==> config.mk <==
export PLATFORM = sky130hd
export DESIGN_NAME = mmu_access_protection_check
export DESIGN_NICKNAME = d
export VERILOG_FILES = /design/src/mmu_prot_pkg.sv /design/src/zone_field_pick.sv /design/src/access_perm_eval.sv /design/src/mmu_access_protection_check.sv
export SDC_FILE = /design/constraint.sdc
export NUM_CORES = 1
export LEC_CHECK = 0
export BUFFER_PORTS_ARGS = -buffer_cell sky130_fd_sc_hd__buf_2
export CORE_ASPECT_RATIO = 1.75
export CORE_MARGIN = 2
export CORE_UTILIZATION = 40
export DETAILED_ROUTE_END_ITERATION = 6
export PLACE_DENSITY = 0.69
export SYNTH_ARGS = -nofsm -noshare
export SYNTH_HDL_FRONTEND = slang
export SYNTH_SLANG_ARGS = --single-unit
==> constraint.sdc <==
create_clock -name pclk -period 7.4 [get_ports pclk]
set_clock_uncertainty 0.1 [all_clocks]
set_input_delay 1.48 -clock pclk [delete_from_list [all_inputs] [get_ports pclk]]
set_output_delay 1.48 -clock pclk [all_outputs]
set_load 0.05 [all_outputs]
==> src/mmu_prot_pkg.sv <==
/*
 Constants shared by the access protection checker and its helpers.
 Assumes a 32-bit APB register bus and 8-bit process identifiers.
*/
// Summary of operation
// - Fetch checks need instruction translation on; data checks need data translation on.
// - Non-zero entry identifier must equal current process identifier, else deny.
// - Entry identifier zero matches any process; other checks still apply.
// - Fetch from non-executable page is tagged; interrupt only on execution attempt.
// - Tagged instruction discarded without execution raises no interrupt.
// - Valid matching data entry grants reads; write permit governs writes.
// - Any store, cache zero or invalidate, to unwritable page faults, unless zone overrides.
// - Reads on a matching page are denied only by a no-access zone.
// - Entry carries 4-bit zone select, sixteen zones, any pages per zone.
// - Zone n selects 2-bit field n, field 0 in the top bit pair.
// - Writing a zone field changes all its pages for following checks.
// - Problem state, zone 00 denies loads, stores and execution.
// - Problem state, zone 01/10 keep entry permits; 11 grants execute and write.
// - Supervisor state, zone 00/01 keep entry permits; 10/11 grant both.
// - Same checks apply to cache operations and string loads and stores.
// - Cache block allocate never faults; a would-be fault becomes a no-op.
// - Data access with no valid matching entry raises data miss, not fault.
package mmu_prot_pkg;

    // ----------------------------------------
    // Widths
    // ----------------------------------------
    localparam int APB_ADDR_W = 8;
    localparam int DATA_W = 32;
    localparam int ID_W = 8;
    localparam int SEL_W = 4;
    localparam int ZONE_COUNT = 16;
    localparam int ZONE_FIELD_W = 2;
    localparam int STATE_W = 3;
    localparam int INT_W = 4;

    // ----------------------------------------
    // Register offsets
    // ----------------------------------------
    localparam logic [APB_ADDR_W-1:0] OFF_PROC = 8'h00;
    localparam logic [APB_ADDR_W-1:0] OFF_ZMAP = 8'h04;
    localparam logic [APB_ADDR_W-1:0] OFF_STATE = 8'h08;
    localparam logic [APB_ADDR_W-1:0] OFF_INT_STATUS = 8'h0C;
    localparam logic [APB_ADDR_W-1:0] OFF_INT_CLEAR = 8'h10;
    localparam logic [APB_ADDR_W-1:0] OFF_INT_ENABLE = 8'h14;

    // ----------------------------------------
    // Reset values
    // ----------------------------------------
    localparam logic [ID_W-1:0] PROC_RESET = 8'h00;
    localparam logic [DATA_W-1:0] ZMAP_RESET = 32'h0000_0000;
    localparam logic [STATE_W-1:0] STATE_RESET = 3'h0;
    localparam logic [INT_W-1:0] INT_RESET = 4'h0;
    localparam logic [ID_W-1:0] ID_SHARED = 8'h00;

    // ----------------------------------------
    // Field positions
    // ----------------------------------------
    localparam int ST_ITE = 0;
    localparam int ST_DTE = 1;
    localparam int ST_PROB = 2;
    localparam int INT_ISI = 0;
    localparam int INT_DSI = 1;
    localparam int INT_DMISS = 2;
    localparam int INT_NOOP = 3;

    // ----------------------------------------
    // Zone field codes
    // ----------------------------------------
    localparam logic [ZONE_FIELD_W-1:0] ZONE_00 = 2'h0;
    localparam logic [ZONE_FIELD_W-1:0] ZONE_01 = 2'h1;
    localparam logic [ZONE_FIELD_W-1:0] ZONE_10 = 2'h2;
    localparam logic [ZONE_FIELD_W-1:0] ZONE_11 = 2'h3;

endpackage

==> src/zone_field_pick.sv <==
/*
 Picks one 2-bit zone field out of the zone protection map.
 Assumes zone select comes straight from the matched entry.
*/
`timescale 1ns/10ps
module zone_field_pick
(
    input wire logic [mmu_prot_pkg::DATA_W-1:0] zone_protection_map,
    input wire logic [mmu_prot_pkg::SEL_W-1:0] zone_select,
    output logic [mmu_prot_pkg::ZONE_FIELD_W-1:0] zone_field
);

    // ----------------------------------------
    // Field split
    // ----------------------------------------
    logic [mmu_prot_pkg::ZONE_FIELD_W-1:0] fields [mmu_prot_pkg::ZONE_COUNT];

    // Big-endian numbering: field 0 is the top pair
    for (genvar n = 0; n < mmu_prot_pkg::ZONE_COUNT; n++)
    begin : g_field
        assign fields[n] = zone_protection_map[mmu_prot_pkg::DATA_W-1-mmu_prot_pkg::ZONE_FIELD_W*n -:
            mmu_prot_pkg::ZONE_FIELD_W];
    end

    assign zone_field = fields[zone_select];

endmodule // zone_field_pick

==> src/access_perm_eval.sv <==
/*
 Grants or denies one access from entry fields, zone field and state.
 Assumes the caller qualifies the result with translation enable and hit.
*/
`timescale 1ns/10ps
module access_perm_eval
(
    input wire logic problem_state_flag,
    input wire logic [mmu_prot_pkg::ZONE_FIELD_W-1:0] zone_field,
    input wire logic [mmu_prot_pkg::ID_W-1:0] translation_identifier,
    input wire logic [mmu_prot_pkg::ID_W-1:0] process_identifier,
    input wire logic execute_permit,
    input wire logic write_permit,
    input wire logic need_execute,
    input wire logic need_write,
    output logic granted
);

    logic id_ok;
    logic no_access;
    logic override;

    // Shared pages still go through zone and permit checks
    assign id_ok = (translation_identifier == mmu_prot_pkg::ID_SHARED)
        || (translation_identifier == process_identifier);
    assign no_access = problem_state_flag && (zone_field == mmu_prot_pkg::ZONE_00);
    assign override = problem_state_flag ? (zone_field == mmu_prot_pkg::ZONE_11)
        : ((zone_field == mmu_prot_pkg::ZONE_10) || (zone_field == mmu_prot_pkg::ZONE_11));

    // Reads need only identity and a zone that is not closed
    assign granted = id_ok && !no_access
        && (!need_execute || execute_permit || override)
        && (!need_write || write_permit || override);

endmodule // access_perm_eval

==> src/mmu_access_protection_check.sv <==
/*
 Access protection checker: APB registers, fetch and data permission paths,
 sticky interrupt status with enable and write-one clear.
 Assumes lookup results and entry fields arrive from core logic on pclk.
*/
`timescale 1ns/10ps
module mmu_access_protection_check
(
    input wire logic pclk,
    input wire logic presetn,
    input wire logic psel,
    input wire logic penable,
    input wire logic pwrite,
    input wire logic [mmu_prot_pkg::APB_ADDR_W-1:0] paddr,
    input wire logic [mmu_prot_pkg::DATA_W-1:0] pwdata,
    output logic [mmu_prot_pkg::DATA_W-1:0] prdata,
    output logic pready,
    output logic pslverr,
    input wire logic fetch_valid,
    input wire logic fetch_hit,
    input wire logic [mmu_prot_pkg::ID_W-1:0] fetch_ident,
    input wire logic fetch_execute_permit,
    input wire logic [mmu_prot_pkg::SEL_W-1:0] fetch_zone_select,
    output logic fetch_error_tag,
    input wire logic exec_attempt,
    input wire logic exec_error_tag,
    output logic instr_storage_int,
    input wire logic data_valid,
    input wire logic data_hit,
    input wire logic [mmu_prot_pkg::ID_W-1:0] data_ident,
    input wire logic data_write_permit,
    input wire logic [mmu_prot_pkg::SEL_W-1:0] data_zone_select,
    input wire logic data_is_store,
    input wire logic data_is_alloc,
    output logic data_deny,
    output logic data_storage_int,
    output logic data_miss_int,
    output logic data_alloc_noop,
    output logic irq
);

    // ----------------------------------------
    // Declarations
    // ----------------------------------------
    logic [mmu_prot_pkg::ID_W-1:0] process_identifier;
    logic [mmu_prot_pkg::DATA_W-1:0] zone_protection_map;
    logic [mmu_prot_pkg::STATE_W-1:0] machine_state_reg;
    logic [mmu_prot_pkg::INT_W-1:0] int_status;
    logic [mmu_prot_pkg::INT_W-1:0] int_enable;
    logic [mmu_prot_pkg::INT_W-1:0] int_events;
    logic [mmu_prot_pkg::INT_W-1:0] int_clear;
    logic [mmu_prot_pkg::INT_W-1:0] next_int_status;
    logic [mmu_prot_pkg::DATA_W-1:0] next_prdata;
    logic instr_translate_enable;
    logic data_translate_enable;
    logic problem_state_flag;
    logic addr_mapped;
    logic apb_write;
    logic apb_setup;
    logic [mmu_prot_pkg::ZONE_FIELD_W-1:0] fetch_zone_field;
    logic [mmu_prot_pkg::ZONE_FIELD_W-1:0] data_zone_field;
    logic fetch_granted;
    logic data_granted;
    logic data_checked;

    assign instr_translate_enable = machine_state_reg[mmu_prot_pkg::ST_ITE];
    assign data_translate_enable = machine_state_reg[mmu_prot_pkg::ST_DTE];
    assign problem_state_flag = machine_state_reg[mmu_prot_pkg::ST_PROB];

    // ----------------------------------------
    // APB decode
    // ----------------------------------------
    // Zero wait states; unmapped addresses answer with an error
    assign pready = 1'b1;
    assign apb_setup = psel && !penable;
    assign apb_write = psel && penable && pwrite && addr_mapped;
    assign pslverr = psel && penable && !addr_mapped;

    always_comb
    begin
        addr_mapped = 1'b1;
        next_prdata = '0;
        unique case (paddr)
            mmu_prot_pkg::OFF_PROC:
            begin
                next_prdata[mmu_prot_pkg::ID_W-1:0] = process_identifier;
            end
            mmu_prot_pkg::OFF_ZMAP:
            begin
                next_prdata = zone_protection_map;
            end
            mmu_prot_pkg::OFF_STATE:
            begin
                next_prdata[mmu_prot_pkg::STATE_W-1:0] = machine_state_reg;
            end
            mmu_prot_pkg::OFF_INT_STATUS:
            begin
                next_prdata[mmu_prot_pkg::INT_W-1:0] = int_status;
            end
            mmu_prot_pkg::OFF_INT_CLEAR:
            begin
                // Write-only: reads return zero
                next_prdata = '0;
            end
            mmu_prot_pkg::OFF_INT_ENABLE:
            begin
                next_prdata[mmu_prot_pkg::INT_W-1:0] = int_enable;
            end
            default:
            begin
                addr_mapped = 1'b0;
            end
        endcase
    end

    // Read data captured in the setup cycle, stable through access
    always_ff @(posedge pclk or negedge presetn)
    begin
        if (!presetn)
        begin
            prdata <= '0;
        end
        else if (apb_setup && !pwrite)
        begin
            prdata <= next_prdata;
        end
    end

    // ----------------------------------------
    // Registers
    // ----------------------------------------
    always_ff @(posedge pclk or negedge presetn)
    begin
        if (!presetn)
        begin
            process_identifier <= mmu_prot_pkg::PROC_RESET;
        end
        else if (apb_write && paddr == mmu_prot_pkg::OFF_PROC)
        begin
            process_identifier <= pwdata[mmu_prot_pkg::ID_W-1:0];
        end
    end

    // No per-entry rewrite: every check reads the live map
    always_ff @(posedge pclk or negedge presetn)
    begin
        if (!presetn)
        begin
            zone_protection_map <= mmu_prot_pkg::ZMAP_RESET;
        end
        else if (apb_write && paddr == mmu_prot_pkg::OFF_ZMAP)
        begin
            zone_protection_map <= pwdata;
        end
    end

    always_ff @(posedge pclk or negedge presetn)
    begin
        if (!presetn)
        begin
            machine_state_reg <= mmu_prot_pkg::STATE_RESET;
        end
        else if (apb_write && paddr == mmu_prot_pkg::OFF_STATE)
        begin
            machine_state_reg <= pwdata[mmu_prot_pkg::STATE_W-1:0];
        end
    end

    always_ff @(posedge pclk or negedge presetn)
    begin
        if (!presetn)
        begin
            int_enable <= mmu_prot_pkg::INT_RESET;
        end
        else if (apb_write && paddr == mmu_prot_pkg::OFF_INT_ENABLE)
        begin
            int_enable <= pwdata[mmu_prot_pkg::INT_W-1:0];
        end
    end

    // ----------------------------------------
    // Fetch path
    // ----------------------------------------
    zone_field_pick u_fetch_zone
    (
        .zone_protection_map(zone_protection_map),
        .zone_select(fetch_zone_select),
        .zone_field(fetch_zone_field)
    );

    access_perm_eval u_fetch_perm
    (
        .problem_state_flag(problem_state_flag),
        .zone_field(fetch_zone_field),
        .translation_identifier(fetch_ident),
        .process_identifier(process_identifier),
        .execute_permit(fetch_execute_permit),
        .write_permit(1'b1),
        .need_execute(1'b1),
        .need_write(1'b0),
        .granted(fetch_granted)
    );

    // Tag only; the fault waits for an execution attempt
    assign fetch_error_tag = instr_translate_enable && fetch_valid && fetch_hit && !fetch_granted;
    assign instr_storage_int = exec_attempt && exec_error_tag;

    // ----------------------------------------
    // Data path
    // ----------------------------------------
    zone_field_pick u_data_zone
    (
        .zone_protection_map(zone_protection_map),
        .zone_select(data_zone_select),
        .zone_field(data_zone_field)
    );

    // Cache operations and string accesses arrive as plain loads or stores
    access_perm_eval u_data_perm
    (
        .problem_state_flag(problem_state_flag),
        .zone_field(data_zone_field),
        .translation_identifier(data_ident),
        .process_identifier(process_identifier),
        .execute_permit(1'b1),
        .write_permit(data_write_permit),
        .need_execute(1'b0),
        .need_write(data_is_store),
        .granted(data_granted)
    );

    assign data_checked = data_translate_enable && data_valid;
    assign data_deny = data_checked && data_hit && !data_granted;
    assign data_storage_int = data_deny && !data_is_alloc;
    // Allocate would only pre-zero a line, so dropping it is harmless
    assign data_alloc_noop = data_deny && data_is_alloc;
    assign data_miss_int = data_checked && !data_hit;

    // ----------------------------------------
    // Interrupt status
    // ----------------------------------------
    always_comb
    begin
        int_events = '0;
        int_events[mmu_prot_pkg::INT_ISI] = instr_storage_int;
        int_events[mmu_prot_pkg::INT_DSI] = data_storage_int;
        int_events[mmu_prot_pkg::INT_DMISS] = data_miss_int;
        int_events[mmu_prot_pkg::INT_NOOP] = data_alloc_noop;
    end

    assign int_clear = (apb_write && paddr == mmu_prot_pkg::OFF_INT_CLEAR)
        ? pwdata[mmu_prot_pkg::INT_W-1:0] : '0;
    // Set wins over a clear in the same cycle
    assign next_int_status = (int_status & ~int_clear) | int_events;

    always_ff @(posedge pclk or negedge presetn)
    begin
        if (!presetn)
        begin
            int_status <= mmu_prot_pkg::INT_RESET;
        end
        else
        begin
            int_status <= next_int_status;
        end
    end

    assign irq = |(int_status & int_enable);
endmodule // mmu_access_protection_check

==> impl_summary.log <==
[metrics] status: complete, no violations
[metrics] maximum number of pins on one net before global-route repair: 84
[metrics] Sum Neg Setup Slack: 0 ns
[metrics] width of the die: 82.20 um
[metrics] placed cells: 597
[metrics] std cell rows: 50
[metrics] most area-hungry cell type in the Yosys netlist: sky130_fd_sc_hd__dfrtp_1
[metrics] fraction of synthesized cell area taken by the top area cell type: 0.4852
[metrics] largest buffer count on any clock path: 2
[metrics] LEAKAGE: approximately 2.7 nW
[metrics] Top delay family on crit path: multiplexers
[metrics] slowest cell on the critical path: sky130_fd_sc_hd__mux4_1
[metrics] quantity of I/O buffers inserted on ports: 118
[metrics] Max-Cap Viols: 0
[metrics] flip-flop and latch count after synthesis: 83
[metrics] area used by multi-input combinational logic: about 2100 sq um
[metrics] shortest period the worst path allows: 5.187 ns
[metrics] number of buffers added by the clock tree synthesis step: 9
[metrics] wire length per cell after detailed routing: 19.87 um
[metrics] cell area after synthesis: 4280 sq um
[metrics] final worst path period share: 0.7010
[metrics] clock latency of the later-clocked register in the worst-skew pair: between 0.3 and 0.4 ns
[metrics] Detailed Place HPWL: 9159 um
[metrics] Avg Vias per Cell: 5.658
[metrics] routability congestion estimate from global placement: 0.9136
[metrics] power per cell area: 192.4 nW/um^2
[metrics] Worst Hold Launch: prdata[18]$_DFFE_PN0P_
[metrics] number of synthesized flops with an enable pin: 0
[metrics] startpoint of the most critical register-to-register path: zone_protection_map[25]$_DFFE_PN0P_
[metrics] total global routing track utilization: 0.2205
[metrics] overflow left after global routing: 0
[metrics] synthesized netlist cell count: ~370
[metrics] post-synth net total: 446
[metrics] TritonCTS clock tree: done
[metrics] starting DRC count in detailed routing: 180
[metrics] Sequential Area: 2077 sq um
[metrics] ys flop type: sky130_fd_sc_hd__dfrtp_1
[metrics] Finished Core Util: 0.4983
[metrics] I/O pins: 120
[metrics] number of nets with antenna violations after detailed routing: 0
[metrics] buffers and inverters on the worst path: 2
[metrics] worst max-slew margin expressed relative to the limit: 0.3011
[metrics] area after detailed placement: 4971 sq um
[metrics] final WL: between 10,000 and 15,000 um
[metrics] data arrival time of the critical path: approximately 3.6 ns
[metrics] Die Y: 140.8 um
[metrics] largest fanout on the critical path: 7
[metrics] number of max-slew violations in the final report: 0
[metrics] Fmax: approximately 0.19 GHz
[metrics] via count of the first global-routing pass: 3,582
[metrics] largest registers in the final layout: prdata: 32 flops, zone_protection_map: 32 flops, process_identifier: 8 flops
[metrics] CTS Hold Buffers Added: 0
[metrics] final net count: 557
[metrics] Clock transition at path regs: 0.06 ns
[metrics] count of endpoints failing hold in the final timing report: 0
[metrics] relative area change from synthesis to final layout: 23.09%
[metrics] number of resized instances in the post-cts repair step: 0
[metrics] Largest stage delay, worst path: 0.58 ns
[metrics] fill cell count: ~990
[metrics] cell-by-cell trace of the critical path: buf_2, mux4_1, mux2i_1, mux2i_1, o2111a_2, a311oi_1, buf_2
[metrics] async set-or-reset flop fraction in the synthesized netlist: 1.000
[metrics] cell area after layout: between 5000 and 6000 sq um
[metrics] capturing element type of the critical path: primary output
[metrics] Pwr Total: slightly above 1 mW
[metrics] DR pass1 iterations: 4
[metrics] smallest hold slack: around 0.36 ns
[metrics] # DRC: 0
[metrics] post-layout worst setup margin: 2.213 ns
[metrics] final number of setup-violating endpoints: 0
[metrics] DR vias: 3,457
[metrics] first-pass GRT wire length: approximately 19,000 um
[metrics] Distinct cells, synth: 42
[metrics] leading post-synthesis cells by cell area: sky130_fd_sc_hd__dfrtp_1 49%, sky130_fd_sc_hd__mux2_2 14%, sky130_fd_sc_hd__nand2_1 6.0%
[metrics] worst-margin pin slew: about 1.0 ns
[metrics] RSZ-0062 raised after global routing: no
[metrics] type of the worst min-delay path: reg2reg
[metrics] Setup Slack @ Placement: between 2 and 2.5 ns
[metrics] placeable core area: 10,570 sq um
[metrics] number of clock sinks: 83
[metrics] critical path class: in2out
[metrics] WP data required: around 5.8 ns
[metrics] type of origin of the critical path: primary input
[metrics] Peak VDD IR: 0.0001606 V
[metrics] launch point of the critical path: data_zone_select[0]
[metrics] post-CTS setup buffer count: 0
[metrics] Root Driver: sky130_fd_sc_hd__clkbuf_16
[metrics] deepest level of the CTS H-tree: 3
[metrics] ratio of cells with drive above 1 in the final layout: 0.4241
[metrics] average cell area after synthesis: 11.66 sq um
[metrics] proportion of synthesized chip area in sequential cells: 0.4852
[metrics] Total Die Area: 11,580 sq um
[metrics] number of warning messages in the yosys log: 0
[metrics] starting utilization of the core area: 0.4049
[metrics] count of non-filler cells in the finished layout: 611
[metrics] total inserted antenna cells: 0
[metrics] number of antenna violations at the first check in global routing: 0
[cells in the final DEF (no fill, tap or decap), types with 9 or more instances in the layout]
cell / n
sky130_fd_sc_hd__buf_2: 117
sky130_fd_sc_hd__clkbuf_16: 9
sky130_fd_sc_hd__dfrtp_1: 83
sky130_fd_sc_hd__mux2_2: 52
sky130_fd_sc_hd__mux4_2: 10
sky130_fd_sc_hd__nand2_1: 68
sky130_fd_sc_hd__nand3_1: 33
sky130_fd_sc_hd__nor2_1: 13
sky130_fd_sc_hd__xnor2_1: 16
[logic make-up (layout without fill, tap and decap cells)]
group | count (synthesis) | after routing | share of synthesized area
AO/OA/AOI/OAI | 30 | 30 | 0.05554
AND/OR/NAND/NOR | 141 | 141 | 0.1590
other | 1 | 1 | 0.0008761
XOR/XNOR | 16 | 16 | 0.03274
buffers and inverters | 21 | 135 | 0.02368
flip-flops | 83 | 83 | 0.4852
multiplexers | 74 | 74 | 0.2406
adder cells (fa/ha/maj) | 1 | 1 | 0.002339
[synth_stat cells, drive strengths merged (2+ instances only)]
| cell | number |
|---|---|
| mux2 | 53 |
| dfrtp | 83 |
| o21ai | 6 |
| nand4 | 4 |
| a311o | 2 |
| mux4 | 16 |
| mux2i | 5 |
| nand3 | 33 |
| nand2b | 3 |
| nor4 | 6 |
| a21o | 2 |
| clkbuf | 10 |
| o2bb2ai | 2 |
| a22oi | 4 |
| nor2b | 3 |
| nand3b | 2 |
| a221oi | 5 |
| nor3b | 4 |
| a222oi | 3 |
| buf | 11 |
| nand2 | 68 |
| nor2 | 13 |
| xnor2 | 16 |
[where the power goes]
| group | internal (mW) | switching [mW] |
|---|---|---|
| clock | 0.291 | 0.175 |
| sequential | 0.458 | 0.00259 |
| combinational | 0.0311 | 0.0555 |
[area by class of cell]
type / count / share of cell area
Multi-Input combinational cell: 263 / 0.4016
Sequential cell: 83 / 0.3942
Timing Repair Buffer: 121 / 0.1168
Clock buffer: 11 / 0.04417
Tap cell: 130 / 0.03087
Clock inverter: 3 / 0.01235
[path summary, 6_finish.rpt]
| check | cells past startpoint | slack, ns | end |
|---|---|---|---|
| min reg2reg | 2 | 0.36 | prdata[18]$_DFFE_PN0P_ |
| max | 7 | 2.21 | data_deny |
| min in group asynchronous | 1 | 1.21 | prdata[25]$_DFFE_PN0P_ |
| min | 2 | 0.36 | prdata[18]$_DFFE_PN0P_ |
| max in group asynchronous | 1 | 5.31 | prdata[10]$_DFFE_PN0P_ |
| max reg2reg | 5 | 5.37 | int_status[3]$_DFF_PN0_ |
[tightest hold or removal path, delay by kind of cell (launching register included)]
kind / cells / cell delay [ns]
flip-flops: 1 / 0.34
AND/OR/NAND/NOR: 2 / 0.10
[metal layers]
layer | global-route usage | routed length (um)
met2 | 0.3731 | 6515
met5 | 0 | 0
met3 | 0.05442 | 752
met1 | 0.2310 | 3999
met4 | 0.1518 | 873
No activity file was read; power rests on OpenSTA's default activity.
